--- src/design/fka_defines.svh ---
`ifndef FKA_DEFINES_SVH
`define FKA_DEFINES_SVH

// configuration indices
`define FKA_IDX_SLOT_FIRST    8'h23
`define FKA_IDX_SLOT_LAST     8'h2e
`define FKA_IDX_AUX_PERIOD    8'h2f
`define FKA_IDX_AUXILIARY_OUTPUT_ONE_SELECT   8'h30
`define FKA_IDX_AUXILIARY_OUTPUT_TWO_SELECT   8'h31
`define FKA_IDX_CRUISE_MODE   8'h3f
`define FKA_IDX_CROSSING_MODE 8'h60

// reset values
`define FKA_RST_AUX_PERIOD    8'h03
`define FKA_RST_AUX_SELECT    8'h02
`define FKA_RST_CRUISE_MODE   8'h00
`define FKA_RST_CROSSING_MODE 8'h00

// action codes
`define FKA_ACT_NONE          4'h0
`define FKA_ACT_CRUISE        4'h1
`define FKA_ACT_TOGGLE_AUXILIARY_OUTPUT_ONE   4'h3
`define FKA_ACT_TOGGLE_AUXILIARY_OUTPUT_TWO   4'h4
`define FKA_ACT_DIM_HEAD      4'h7
`define FKA_ACT_FLASH         4'hf

// effect codes
`define FKA_FX_OFF            4'h0
`define FKA_FX_DIM            4'h1
`define FKA_FX_FULL           4'h2
`define FKA_FX_LAST_ANIM      4'h8

// timing: effect period unit is 512 ms
`define FKA_CLK_HZ            100000000
`define FKA_PERIOD_UNIT_MS    512
`define FKA_UNIT_CYCLES       (`FKA_CLK_HZ / 1000 * `FKA_PERIOD_UNIT_MS)
// dim level: 1 of 16 pwm steps, about six percent
`define FKA_DIM_STEPS         4'h1
// motor acknowledge pulse, 50 ms
`define FKA_ACK_MS            50
`define FKA_ACK_CYCLES        (`FKA_CLK_HZ / 1000 * `FKA_ACK_MS)
// crossing flash run length, in effect periods
`define FKA_FLASH_PERIODS     4'h8

`endif

--- src/design/fka_pkg.sv ---
package fka_pkg;
    timeunit 1ns;
    timeprecision 1ns;
    typedef struct packed {
        logic       valid;
        logic [7:0] index;
        logic [7:0] data;
    } fka_cfg_write_type;

    typedef struct packed {
        logic       valid;
        logic [3:0] key;
    } fka_key_cmd_type;

    typedef struct packed {
        logic       valid;
        logic [7:0] speed;
    } fka_speed_cmd_type;

    typedef enum logic [1:0] {
        FKA_CRUISE_OFF,
        FKA_CRUISE_HOLD
    } fka_cruise_state_type;
endpackage

--- src/design/fka_function_action.sv ---
`include "fka_defines.svh"

module fka_function_action #(
    parameter int NUM_KEYS     = 12,
    parameter int UNIT_CYCLES  = `FKA_UNIT_CYCLES,
    parameter int ACK_CYCLES   = `FKA_ACK_CYCLES
) (
    // clock and reset
    input  wire logic                      REF_CLK,
    input  wire logic                      ARST_N,
    // configuration writes from the throttle and read back
    input  wire fka_pkg::fka_cfg_write_type CFG_WRITE,
    output logic [7:0]                     CFG_READ_DATA,
    // key and speed commands
    input  wire fka_pkg::fka_key_cmd_type   KEY_CMD,
    input  wire fka_pkg::fka_speed_cmd_type SPEED_CMD,
    // outputs
    output logic                           AUXILIARY_OUTPUT_ONE,
    output logic                           AUXILIARY_OUTPUT_TWO,
    output logic                           CRUISE_ENGAGED,
    output logic [7:0]                     CRUISE_SPEED,
    output logic                           HEADLIGHT_DIM,
    output logic                           MOTOR_ACK_PULSE
);
    timeunit 1ns;
    timeprecision 1ns;

    if (NUM_KEYS != 12 || UNIT_CYCLES < 1 || ACK_CYCLES < 1) begin : g_bad
        $error("fka_function_action: unsupported parameters");
    end

    // configuration storage
    logic [3:0] action_slot [NUM_KEYS];
    logic [7:0] aux_effect_period;
    logic [7:0] auxiliary_output_one_effect_select;
    logic [7:0] auxiliary_output_two_effect_select;
    logic [7:0] cruise_mode_select;
    logic [7:0] crossing_light_mode_select;

    wire [7:0] wr_idx = CFG_WRITE.index;
    wire       wr_slot = CFG_WRITE.valid &&
                         wr_idx >= `FKA_IDX_SLOT_FIRST &&
                         wr_idx <= `FKA_IDX_SLOT_LAST;
    wire [7:0] wr_slot_num = wr_idx - `FKA_IDX_SLOT_FIRST;

    genvar g;
    generate
        for (g = 0; g < NUM_KEYS; g++) begin : g_slot
            always_ff @(posedge REF_CLK or negedge ARST_N) begin
                if (!ARST_N)
                    action_slot[g] <= `FKA_ACT_NONE;
                else if (wr_slot && wr_slot_num == 8'(g))
                    action_slot[g] <= CFG_WRITE.data[3:0];
            end
        end
    endgenerate

    always_ff @(posedge REF_CLK or negedge ARST_N) begin
        if (!ARST_N) begin
            aux_effect_period          <= `FKA_RST_AUX_PERIOD;
            auxiliary_output_one_effect_select         <= `FKA_RST_AUX_SELECT;
            auxiliary_output_two_effect_select         <= `FKA_RST_AUX_SELECT;
            cruise_mode_select         <= `FKA_RST_CRUISE_MODE;
            crossing_light_mode_select <= `FKA_RST_CROSSING_MODE;
        end else if (CFG_WRITE.valid) begin
            case (wr_idx)
                `FKA_IDX_AUX_PERIOD:    aux_effect_period  <= CFG_WRITE.data;
                `FKA_IDX_AUXILIARY_OUTPUT_ONE_SELECT:   auxiliary_output_one_effect_select <= CFG_WRITE.data;
                `FKA_IDX_AUXILIARY_OUTPUT_TWO_SELECT:   auxiliary_output_two_effect_select <= CFG_WRITE.data;
                `FKA_IDX_CRUISE_MODE:   cruise_mode_select <= CFG_WRITE.data;
                `FKA_IDX_CROSSING_MODE:
                    crossing_light_mode_select <= CFG_WRITE.data;
                default: ;
            endcase
        end
    end

    // read back, combinational on index
    wire [7:0] rd_slot_num = wr_idx - `FKA_IDX_SLOT_FIRST;
    wire       rd_is_slot  = wr_idx >= `FKA_IDX_SLOT_FIRST &&
                             wr_idx <= `FKA_IDX_SLOT_LAST;
    always_comb begin
        CFG_READ_DATA = 8'h00;
        if (rd_is_slot)
            CFG_READ_DATA = {4'h0, action_slot[rd_slot_num[3:0]]};
        else case (wr_idx)
            `FKA_IDX_AUX_PERIOD:    CFG_READ_DATA = aux_effect_period;
            `FKA_IDX_AUXILIARY_OUTPUT_ONE_SELECT:   CFG_READ_DATA = auxiliary_output_one_effect_select;
            `FKA_IDX_AUXILIARY_OUTPUT_TWO_SELECT:   CFG_READ_DATA = auxiliary_output_two_effect_select;
            `FKA_IDX_CRUISE_MODE:   CFG_READ_DATA = cruise_mode_select;
            `FKA_IDX_CROSSING_MODE: CFG_READ_DATA = crossing_light_mode_select;
            default:                CFG_READ_DATA = 8'h00;
        endcase
    end

    // motor acknowledge of slot writes
    logic [31:0] ack_count;
    always_ff @(posedge REF_CLK or negedge ARST_N) begin
        if (!ARST_N)
            ack_count <= 32'h0;
        else if (wr_slot)
            ack_count <= 32'(ACK_CYCLES);
        else if (ack_count != 32'h0)
            ack_count <= ack_count - 32'h1;
    end
    assign MOTOR_ACK_PULSE = ack_count != 32'h0;

    // key decode
    wire        key_ok  = KEY_CMD.valid && KEY_CMD.key >= 4'h1 &&
                          KEY_CMD.key <= 4'(NUM_KEYS);
    wire [3:0]  key_num = KEY_CMD.key - 4'h1;
    wire [3:0]  action  = key_ok ? action_slot[key_num]
                                 : `FKA_ACT_NONE;
    // reserved codes match none of these, so nothing happens
    wire act_cruise = action == `FKA_ACT_CRUISE;
    wire act_auxiliary_output_one   = action == `FKA_ACT_TOGGLE_AUXILIARY_OUTPUT_ONE;
    wire act_auxiliary_output_two   = action == `FKA_ACT_TOGGLE_AUXILIARY_OUTPUT_TWO;
    wire act_dim    = action == `FKA_ACT_DIM_HEAD;
    wire act_flash  = action == `FKA_ACT_FLASH;

    // toggles
    logic auxiliary_output_one_on;
    logic auxiliary_output_two_on;
    always_ff @(posedge REF_CLK or negedge ARST_N) begin
        if (!ARST_N) begin
            auxiliary_output_one_on       <= 1'b0;
            auxiliary_output_two_on       <= 1'b0;
            HEADLIGHT_DIM <= 1'b0;
        end else begin
            auxiliary_output_one_on       <= auxiliary_output_one_on ^ act_auxiliary_output_one;
            auxiliary_output_two_on       <= auxiliary_output_two_on ^ act_auxiliary_output_two;
            HEADLIGHT_DIM <= HEADLIGHT_DIM ^ act_dim;
        end
    end

    // cruise control
    fka_pkg::fka_cruise_state_type cruise_state;
    fka_pkg::fka_cruise_state_type next_cruise_state;
    logic [7:0] last_speed;
    wire speed_change = SPEED_CMD.valid && SPEED_CMD.speed != last_speed;
    always_comb begin
        case (cruise_state)
            fka_pkg::FKA_CRUISE_OFF:
                next_cruise_state = act_cruise ? fka_pkg::FKA_CRUISE_HOLD
                                               : fka_pkg::FKA_CRUISE_OFF;
            fka_pkg::FKA_CRUISE_HOLD:
                next_cruise_state = (speed_change && !cruise_mode_select[0])
                    ? fka_pkg::FKA_CRUISE_OFF
                    : fka_pkg::FKA_CRUISE_HOLD;
            default: next_cruise_state = fka_pkg::FKA_CRUISE_OFF;
        endcase
    end
    always_ff @(posedge REF_CLK or negedge ARST_N) begin
        if (!ARST_N) begin
            cruise_state <= fka_pkg::FKA_CRUISE_OFF;
            last_speed   <= 8'h00;
            CRUISE_SPEED <= 8'h00;
        end else begin
            cruise_state <= next_cruise_state;
            if (SPEED_CMD.valid)
                last_speed <= SPEED_CMD.speed;
            if (act_cruise && cruise_state == fka_pkg::FKA_CRUISE_OFF)
                CRUISE_SPEED <= SPEED_CMD.valid ? SPEED_CMD.speed
                                                : last_speed;
            else if (speed_change && cruise_mode_select[0])
                CRUISE_SPEED <= SPEED_CMD.speed;
        end
    end
    assign CRUISE_ENGAGED = cruise_state == fka_pkg::FKA_CRUISE_HOLD;

    // effect timebase: period = max(aux_effect_period, 1) * 512 ms, 16 phases
    logic [31:0] unit_count;
    logic [7:0]  unit_index;
    logic [3:0]  phase;
    logic [3:0]  pwm;
    wire unit_tick = unit_count == 32'(UNIT_CYCLES / 16 - 1) ||
                     UNIT_CYCLES < 16;
    wire [7:0] period_units = aux_effect_period == 8'h00 ? 8'h01
                                                         : aux_effect_period;
    always_ff @(posedge REF_CLK or negedge ARST_N) begin
        if (!ARST_N) begin
            unit_count <= 32'h0;
            unit_index <= 8'h00;
            phase      <= 4'h0;
            pwm        <= 4'h0;
        end else begin
            pwm <= pwm + 4'h1;
            unit_count <= unit_tick ? 32'h0 : unit_count + 32'h1;
            if (unit_tick) begin
                unit_index <= (unit_index + 8'h1 >= period_units) ? 8'h00
                                                    : unit_index + 8'h1;
                if (unit_index + 8'h1 >= period_units)
                    phase <= phase + 4'h1;
            end
        end
    end
    wire dim_level = pwm < `FKA_DIM_STEPS;

    // crossing flash trigger
    logic [3:0] flash_left;
    wire period_wrap = unit_tick && unit_index + 8'h1 >= period_units &&
                       phase == 4'hf;
    always_ff @(posedge REF_CLK or negedge ARST_N) begin
        if (!ARST_N)
            flash_left <= 4'h0;
        else if (act_flash)
            flash_left <= `FKA_FLASH_PERIODS;
        else if (period_wrap && flash_left != 4'h0)
            flash_left <= flash_left - 4'h1;
    end

    function automatic logic effect_level(input logic [7:0] sel,
                                          input logic [3:0] ph,
                                          input logic       dim,
                                          input logic       alt);
        logic [3:0] p;
        p = alt ? ph + 4'h8 : ph;
        case (sel)
            8'h00: effect_level = 1'b0;
            8'h01: effect_level = dim;
            8'h02: effect_level = 1'b1;
            8'h03: effect_level = p == 4'h0;
            8'h04: effect_level = p[3];
            8'h05: effect_level = p[3:1] == 3'h0;
            8'h06: effect_level = p[3] ? 1'b1 : dim;
            8'h07: effect_level = p[2] ^ p[0];
            8'h08: effect_level = p[3:2] == 2'h0 || p[3:2] == 2'h2;
            default: effect_level = 1'b0;
        endcase
    endfunction

    wire crossing = crossing_light_mode_select[0];
    wire auxiliary_output_one_lvl = effect_level(auxiliary_output_one_effect_select, phase, dim_level, 1'b0);
    wire auxiliary_output_two_lvl = effect_level(auxiliary_output_two_effect_select, phase, dim_level, 1'b1);
    wire flashing = flash_left != 4'h0;
    wire next_auxiliary_output_one = crossing ? (auxiliary_output_one_on && (flashing ? !phase[3] : auxiliary_output_one_lvl))
                              : (auxiliary_output_one_on && auxiliary_output_one_lvl);
    wire next_auxiliary_output_two = crossing ? (auxiliary_output_two_on && (flashing ? phase[3] : auxiliary_output_two_lvl))
                              : (auxiliary_output_two_on && auxiliary_output_two_lvl);
    always_ff @(posedge REF_CLK or negedge ARST_N) begin
        if (!ARST_N) begin
            AUXILIARY_OUTPUT_ONE <= 1'b0;
            AUXILIARY_OUTPUT_TWO <= 1'b0;
        end else begin
            AUXILIARY_OUTPUT_ONE <= next_auxiliary_output_one;
            AUXILIARY_OUTPUT_TWO <= next_auxiliary_output_two;
        end
    end

endmodule // fka_function_action

--- config.mk ---
export PLATFORM = sky130hd
export DESIGN_NAME = fka_function_action
export DESIGN_NICKNAME = d
export VERILOG_FILES = /design/src/design/fka_pkg.sv /design/src/design/fka_function_action.sv
export VERILOG_INCLUDE_DIRS = /design/src /design/src/design
export SDC_FILE = /design/constraint.sdc
export NUM_CORES = 1
export LEC_CHECK = 0
export BUFFER_PORTS_ARGS = -buffer_cell sky130_fd_sc_hd__clkbuf_2
export CORE_AREA = 2 2 190 192
export DETAILED_ROUTE_END_ITERATION = 10
export DIE_AREA = 0 0 192 194
export RECOVER_POWER = 50
export SLEW_MARGIN = 20
export SYNTH_ARGS = -nofsm -noshare
export SYNTH_HDL_FRONTEND = slang
export SYNTH_SLANG_ARGS = --single-unit
--- constraint.sdc ---
create_clock -name REF_CLK -period 2.7 [get_ports REF_CLK]
set_clock_uncertainty 0.05 [all_clocks]
set_input_delay 0.135 -clock REF_CLK [delete_from_list [all_inputs] [get_ports REF_CLK]]
set_output_delay 0.135 -clock REF_CLK [all_outputs]
set_load 0.02 [all_outputs]
## Word level (Yosys, flattened, before mapping)

Cells that the tools add are included.

- Muxes and demuxes: 30
- Equal/unequal tests: 43
- Bitwise operators: 7
- Reductions and logical operators: 52
- $add $sub $neg: 9
- $lt $le $gt $ge: 8

Operators by type and width:

| cell | number |
|---|---|
| $eq A8 B3 Y1 const B | 12 |
| $mux W32 | 3 |
| $eq A8 B2 Y1 const B | 6 |
| $eq A8 B4 Y1 const B | 6 |
| $mux W8 | 6 |
| $pmux W8 S5 | 1 |
| $add A32 B1 Y32 const B | 1 |
| $bmux W4 S4 | 2 |
| $eq A32 B22 Y1 const B | 1 |
| $eq A8 B6 Y1 const B | 4 |
| $reduce_bool A32 Y1 | 1 |
| $sub A32 B1 Y32 const B | 1 |
| $logic_and A1 B1 Y1 | 28 |
| $mux W4 | 7 |
| $eq A8 B1 Y1 const B | 3 |
| $logic_not A8 Y1 | 2 |
| $pmux W1 S8 | 2 |
| $reduce_and A2 Y1 | 6 |
| $ge A5 B5 Y1 const B | 2 |
| $not A4 Y5 | 2 |
| $add A4 B1 Y4 const B | 2 |
| $add A8 B1 Y8 const B | 1 |
| $eq A4 B3 Y1 const B | 2 |
| $eq A4 B4 Y1 const B | 2 |
| 25 further kinds | 46 |

- Output and inout port bits: 21
- Bits in registers: 195

## Depth between registers and ports, before layout

- Depth after elaboration: 9
- Depth in mapped cells: 11
- Mapped depth without buffers: 10

## Worst setup path before layout

No wires, ideal clock.

- Path kind: input -> output
- Start: input CFG_WRITE[8] (netlist bit)
- End: output CFG_READ_DATA[3]
- Arrival: 2.761 ns
- Cell stages on the path: 10
- Slack: -0.246 ns
- Required time: 2.515 ns
- Path through: clkbuf_1 > buf_1 > inv_1 > ha_1 > clkbuf_1 > mux4_2 > mux2_2 > nand2_1 > o21ai_0 > a22o_1

- Longest elaborated chain between the ends: 6
- Elaborated cells on any way between the ends: 15
- Those cells by class: 1 x add/sub; 2 x order compare; 5 x eq/ne; 5 x mux; 1 x bitwise; 1 x reduce/logical

Ends and longest elaborated chain:

| element | line | source |
|---|---|---|
| start, declared | fka_function_action.sv:12 | `input wire fka_pkg::fka_cfg_write_type CFG_WRITE,` |
| $sub A8 B6 Y8 (no line) | -- |  |
| $not A4 Y5 (implied by the code) | fka_function_action.sv:85 | `CFG_READ_DATA = {4'h0, action_slot[rd_slot_num[3:0]]};` |
| $bmux W4 S4 | fka_function_action.sv:85 |  |
| $mux W4 (implied by the code) (2 in series) | fka_function_action.sv:85 |  |
| $mux W8 * | fka_function_action.sv:84 | `if (rd_is_slot)` |
| end, declared | fka_function_action.sv:13 | `output logic [7:0] CFG_READ_DATA,` |

Every way passes the cells marked *; elsewhere a longest branch is shown, timed or not. The select of a mux whose other input is x is not followed.

## Worst setup path in the final report

- Start: register unit_count[19]
- End: register flash_left[2]

- Longest elaborated chain between the ends: 5

Ends and longest elaborated chain:

| element | line | source |
|---|---|---|
| start, declared | fka_function_action.sv:172 | `logic [31:0] unit_count;` |
| start signal, assigned | fka_function_action.sv:188 | `unit_count <= unit_tick ? 32'h0 : unit_count + 32'h1;` |
| $eq A32 B22 Y1 | fka_function_action.sv:176 | `wire unit_tick = unit_count == 32'(UNIT_CYCLES / 16 - 1) \|\|` |
| $logic_and A1 B1 Y1 (2 in series) | fka_function_action.sv:201 | `wire period_wrap = unit_tick && unit_index + 8'h1 >= period_units &&` |
| $logic_and A1 B1 Y1 | fka_function_action.sv:208 | `else if (period_wrap && flash_left != 4'h0)` |
| $reduce_bool A2 Y1 (no line) | -- |  |
| end signal, assigned | fka_function_action.sv:207 | `` flash_left <= `FKA_FLASH_PERIODS; `` |
| end signal, assigned | fka_function_action.sv:209 | `flash_left <= flash_left - 4'h1;` |
| end, declared | fka_function_action.sv:200 | `logic [3:0] flash_left;` |

Every way passes these cells.
A chain may end at the register's enable or synchronous reset.

==> metrics.txt <==
# TYPE chip_impl_metric gauge
chip_impl_info{name="outcome",value="finished, violations left"} 1
chip_impl_info{name="violations_in_the_final_reports",value="max-capacitance violations, max-slew violations"} 1
chip_impl_metric{name="layout-area-overhead-vs-synth",unit="%"} 17.3
chip_impl_metric{name="globalRouteTotalUtil",unit="%"} 13.1
chip_impl_metric{name="layout-drive-gt1-share",unit="%"} 27.3
chip_impl_metric{name="report.final.slew_viol_count",unit=""} 61
chip_impl_metric{name="die_area",unit="sq um"} 37200
chip_impl_info{name="family_with_the_most_delay_on_the_worst_path",value="simple AND/OR/NAND/NOR gates"} 1
chip_impl_metric{name="synth_nets",unit=""} 977
chip_impl_metric{name="final_hold_slack",unit="ps"} 80.2
chip_impl_metric{name="vias_per_cell",unit=""} 5.03
chip_impl_metric{name="regArea",unit="sq um"} 4860
chip_impl_metric{name="number_of_nets_with_antenna_violations_after_detailed_routing",unit=""} 0
chip_impl_metric{name="yosysWarningCount",unit=""} 0
chip_impl_metric{name="cts_inserted_buffers",unit=""} 17
chip_impl_metric{name="detail_route.wl_per_cell",unit="um"} 15.9
chip_impl_metric{name="synth.distinct_cells",unit=""} 68
chip_impl_info{name="cts_root_buf",value="sky130_fd_sc_hd__clkbuf_16"} 1
chip_impl_info{name="netlist_top_cells_area",value="sky130_fd_sc_hd__dfrtp_1 (46%), sky130_fd_sc_hd__mux2_2 (12%), sky130_fd_sc_hd__mux4_2 (5.2%)"} 1
chip_impl_info{name="cts_tree",value="yes"} 1
chip_impl_metric{name="synthesis.area_per_instance",unit="sq um"} 11.3
chip_impl_info{name="critical_path_start_type",value="flip-flop"} 1
chip_impl_metric{name="timing.max_slew.rel_slack",unit="%"} -5.16
chip_impl_metric{name="floorplan.die.height",unit="um"} 194
chip_impl_info{name="worst_r2r_endpoint",value="flash_left[2]"} 1
chip_impl_metric{name="timing.critical_path.required",unit="ps"} 3020
chip_impl_metric{name="r2r_slack",unit="ps"} 140
chip_impl_metric{name="final_period_minus_worst_setup_slack",unit="ps"} 2560
chip_impl_metric{name="grt_antenna_before_repair",unit=""} 0
chip_impl_metric{name="worst_margin_pin_slew",unit="ps"} 1580
chip_impl_metric{name="dp.final_hpwl",unit="um"} 17100
chip_impl_info{name="rsz0062_at_grt",value="yes"} 1
chip_impl_metric{name="critical_path.max_stage_delay",unit="ps"} 450
chip_impl_metric{name="n_fill_cell",unit=""} 3528
chip_impl_metric{name="dr.pass1.iters",unit=""} 7
chip_impl_metric{name="postSynthCellCount",unit=""} 919
chip_impl_metric{name="initial_utilization",unit="%"} 29.5
chip_impl_metric{name="cts.clk_slew.worst_paths",unit="ps"} 80
chip_impl_metric{name="cts.sinks",unit=""} 194
chip_impl_metric{name="total_leakage_power",unit="uW"} 0.00532
chip_impl_info{name="cp_slowest_cell",value="sky130_fd_sc_hd__or3_1"} 1
chip_impl_metric{name="synth.ff_latch_count",unit=""} 194
chip_impl_metric{name="cts_htree_levels",unit=""} 4
chip_impl_metric{name="mappedNetlistArea",unit="sq um"} 10400
chip_impl_info{name="yosysMostFrequentCell",value="sky130_fd_sc_hd__dfrtp_1"} 1
chip_impl_metric{name="cts_buffer_depth",unit=""} 2
chip_impl_metric{name="num_antenna_cells",unit=""} 0
chip_impl_metric{name="final.period_utilization",unit="%"} 94.9
chip_impl_metric{name="max_freq",unit="MHz"} 390
chip_impl_metric{name="path_max_fanout",unit=""} 5
chip_impl_metric{name="residual_drc",unit=""} 0
chip_impl_metric{name="vias_post_dr",unit=""} 7489
chip_impl_metric{name="clk-insertion-delay-late",unit="ps"} 440
chip_impl_info{name="crit_path_end_kind",value="flip-flop"} 1
chip_impl_info{name="critical_path.reg2reg.startpoint",value="unit_count[19]"} 1
chip_impl_metric{name="die_width",unit="um"} 192
chip_impl_metric{name="synth-edff-count",unit=""} 0
chip_impl_metric{name="multi_input_comb_area",unit="sq um"} 5350
chip_impl_metric{name="synth.yosys.seq_area_share",unit="%"} 46.8
chip_impl_metric{name="grt_overflow_total",unit=""} 0
chip_impl_metric{name="finalNetCount",unit=""} 1072
chip_impl_info{name="timing_worst_setup_path_type",value="reg -> reg"} 1
chip_impl_info{name="ys_dominant_reg_cell",value="sky130_fd_sc_hd__dfrtp_1"} 1
chip_impl_metric{name="critical_path_arrival",unit="ps"} 2880
chip_impl_metric{name="grt_start_max_net_pins",unit=""} 82
chip_impl_metric{name="core_area",unit="sq um"} 35200
chip_impl_metric{name="grt_pass1_wl",unit="um"} 39800
chip_impl_metric{name="timing.final.hold_violations",unit=""} 0
chip_impl_metric{name="power_density",unit="nW/um^2"} 560
chip_impl_info{name="synth.top_cells.by_count",value="sky130_fd_sc_hd__dfrtp_1 (190), sky130_fd_sc_hd__mux2_2 (115), sky130_fd_sc_hd__nand2_1 (81)"} 1
chip_impl_info{name="most_used_cell_cp",value="sky130_fd_sc_hd__or3_1"} 1
chip_impl_metric{name="routabilityCongestion",unit=""} 0.824
chip_impl_metric{name="drt-initial-drc-count",unit=""} 647
chip_impl_metric{name="setup_tns",unit="ps"} 0
chip_impl_info{name="cell_chain_critical_path",value="nor4_1, nand4_1, or3_1, or3_1, or4_1, a21oi_1"} 1
chip_impl_metric{name="grt_pass1_vias",unit=""} 7542
chip_impl_info{name="worstHoldStart",value="KEY_CMD[4]"} 1
chip_impl_metric{name="final-setup-viol-count",unit=""} 0
chip_impl_metric{name="worst-path-buf-inv",unit=""} 0
chip_impl_metric{name="finalWirelength",unit="um"} 23700
chip_impl_metric{name="max-cap-violations",unit=""} 1
chip_impl_metric{name="asyncSetResetFlopFracSynth",unit="%"} 100
chip_impl_metric{name="rows",unit=""} 69
chip_impl_metric{name="synth_top_area_share",unit="%"} 45.8
chip_impl_metric{name="hold-path-cell-count",unit=""} 5
chip_impl_info{name="synth_top_cell_by_area",value="sky130_fd_sc_hd__dfrtp_1"} 1
chip_impl_info{name="min_path_type",value="in -> reg"} 1
chip_impl_metric{name="worst-r2r-cell-count",unit=""} 6
chip_impl_metric{name="io_pins",unit=""} 54
chip_impl_metric{name="vdd_ir_drop_max",unit="uV"} 312
chip_impl_info{name="min_to",value="HEADLIGHT_DIM"} 1
chip_impl_metric{name="io_buffer_count",unit=""} 53
==> cells in the final DEF, fill, tap and decap left out, types with 5 or more instances in the layout <==
master and n:
sky130_fd_sc_hd__mux2i_1 6, sky130_fd_sc_hd__mux4_2 24, sky130_fd_sc_hd__or3_1 14, sky130_fd_sc_hd__nand3_1 36, sky130_fd_sc_hd__a21boi_0 6, sky130_fd_sc_hd__nand4_1 21
sky130_fd_sc_hd__nor4_1 18, sky130_fd_sc_hd__dfrtp_1 190, sky130_fd_sc_hd__inv_8 5, sky130_fd_sc_hd__o211ai_1 6, sky130_fd_sc_hd__or4_1 7, sky130_fd_sc_hd__clkbuf_2 40
sky130_fd_sc_hd__nor3b_1 6, sky130_fd_sc_hd__nand2_1 81, sky130_fd_sc_hd__clkbuf_1 13, sky130_fd_sc_hd__xor2_1 24, sky130_fd_sc_hd__a22oi_1 8, sky130_fd_sc_hd__a31oi_1 5
sky130_fd_sc_hd__buf_4 38, sky130_fd_sc_hd__a21o_1 5, sky130_fd_sc_hd__inv_1 30, sky130_fd_sc_hd__mux2_2 115, sky130_fd_sc_hd__and3_1 13, sky130_fd_sc_hd__xnor2_1 45
sky130_fd_sc_hd__nand2b_1 10, sky130_fd_sc_hd__o31ai_1 7, sky130_fd_sc_hd__dlygate4sd3_1 13, sky130_fd_sc_hd__a222oi_1 7, sky130_fd_sc_hd__nor2_1 47, sky130_fd_sc_hd__ha_1 25
sky130_fd_sc_hd__nor3_1 15, sky130_fd_sc_hd__a21oi_1 18, sky130_fd_sc_hd__clkbuf_16 17, sky130_fd_sc_hd__o21ai_0 27
==> per-stage QoR <==
stage          std cells  cell area, sq um  utilization [%]  worst slack (ps)  total power, uW
4_1_cts             1487             12200             34.5              72.5             6890
5_1_grt             1488             12200             34.6             -6.45             7130
2_1_floorplan        919             10400                -              5.63             4010
6_report            1488             12200             34.6               137             6830
3_3_place_gp        1441             11400             32.5               131             4360
3_5_place_dp        1441             11400             32.5               102             4390
==> logic make-up (layout without fill, tap and decap cells) <==
| logic type | Yosys count | after routing | share of synthesized area [%] |
|---|---|---|---|
| AO/OA/AOI/OAI | 118 | 118 | 8.09 |
| adder cells (fa/ha/maj) | 25 | 25 | 3.01 |
| multiplexers | 145 | 145 | 18.3 |
| buffers and inverters | 61 | 169 | 2.25 |
| flip-flops | 194 | 194 | 46.8 |
| XOR/XNOR | 70 | 70 | 5.90 |
| AND/OR/NAND/NOR | 306 | 306 | 15.7 |
==> cell type report <==
type | count | share of cell area (%)
flip-flops and latches | 194 | 39.9
well taps | 461 | 4.74
repair buffers | 107 | 5.91
clock buffers | 18 | 3.52
multi-input cells | 664 | 43.9
clock inverters | 14 | 1.13
inverters | 30 | 0.925
==> where the power goes <==
group | switching, uW | total, uW | internal (uW)
sequential | 211 | 3350 | 3130
combinational | 529 | 989 | 460
clock | 1260 | 2490 | 1230
total | 2000 | 6830 | 4830
==> flip-flops by register name (all words and copies together) (netlist names), 8 cells and up <==
name	flops
CRUISE_SPEED	8
ack_count	32
action_slot	48
aux_effect_period	8
auxiliary_output_one_effect_select	8
auxiliary_output_two_effect_select	8
crossing_light_mode_select	8
cruise_mode_select	8
last_speed	8
unit_count	32
unit_index	8
==> metal layers <==
| metal | GRT usage, % | routed length (um) |
|---|---|---|
| met1 | 18.4 | 11400 |
| met2 | 21.2 | 11400 |
| met3 | 1.85 | 614 |
| met4 | 3.68 | 312 |
| met5 | 0 | 0 |
==> timing repair <==
item                                    CTS  global route
gates cloned                              0             0
gates resized for setup                   1            10
pin swaps                                 1             2
endpoints found under the setup margin    1            12
hold endpoints to repair                 86             0
hold buffers                             13             0
buffers inserted                          1             1
==> worst max-delay path by stage <==
stage                         start               to  slack [ps]  cells after the start
2_1_floorplan            KEY_CMD[0]  CRUISE_SPEED[0]           6                     10
3_3_place_gp             KEY_CMD[1]  CRUISE_SPEED[3]         130                      8
3_5_place_dp   aux_effect_period[5]    flash_left[3]         100                     10
4_1_cts               unit_index[0]    flash_left[3]          70                     11
5_1_grt               unit_index[0]    flash_left[3]          -6                     11
6_report             unit_count[19]    flash_left[2]         140                      6
==> tightest hold or removal path, stage by stage <==
cell and delay, ps:
sky130_fd_sc_hd__clkbuf_2 90, sky130_fd_sc_hd__nand3_1 70, sky130_fd_sc_hd__a31oi_1 70, sky130_fd_sc_hd__nand4b_1 110
sky130_fd_sc_hd__xnor2_1 60
Note: power is estimated with default switching activity, not from simulation.
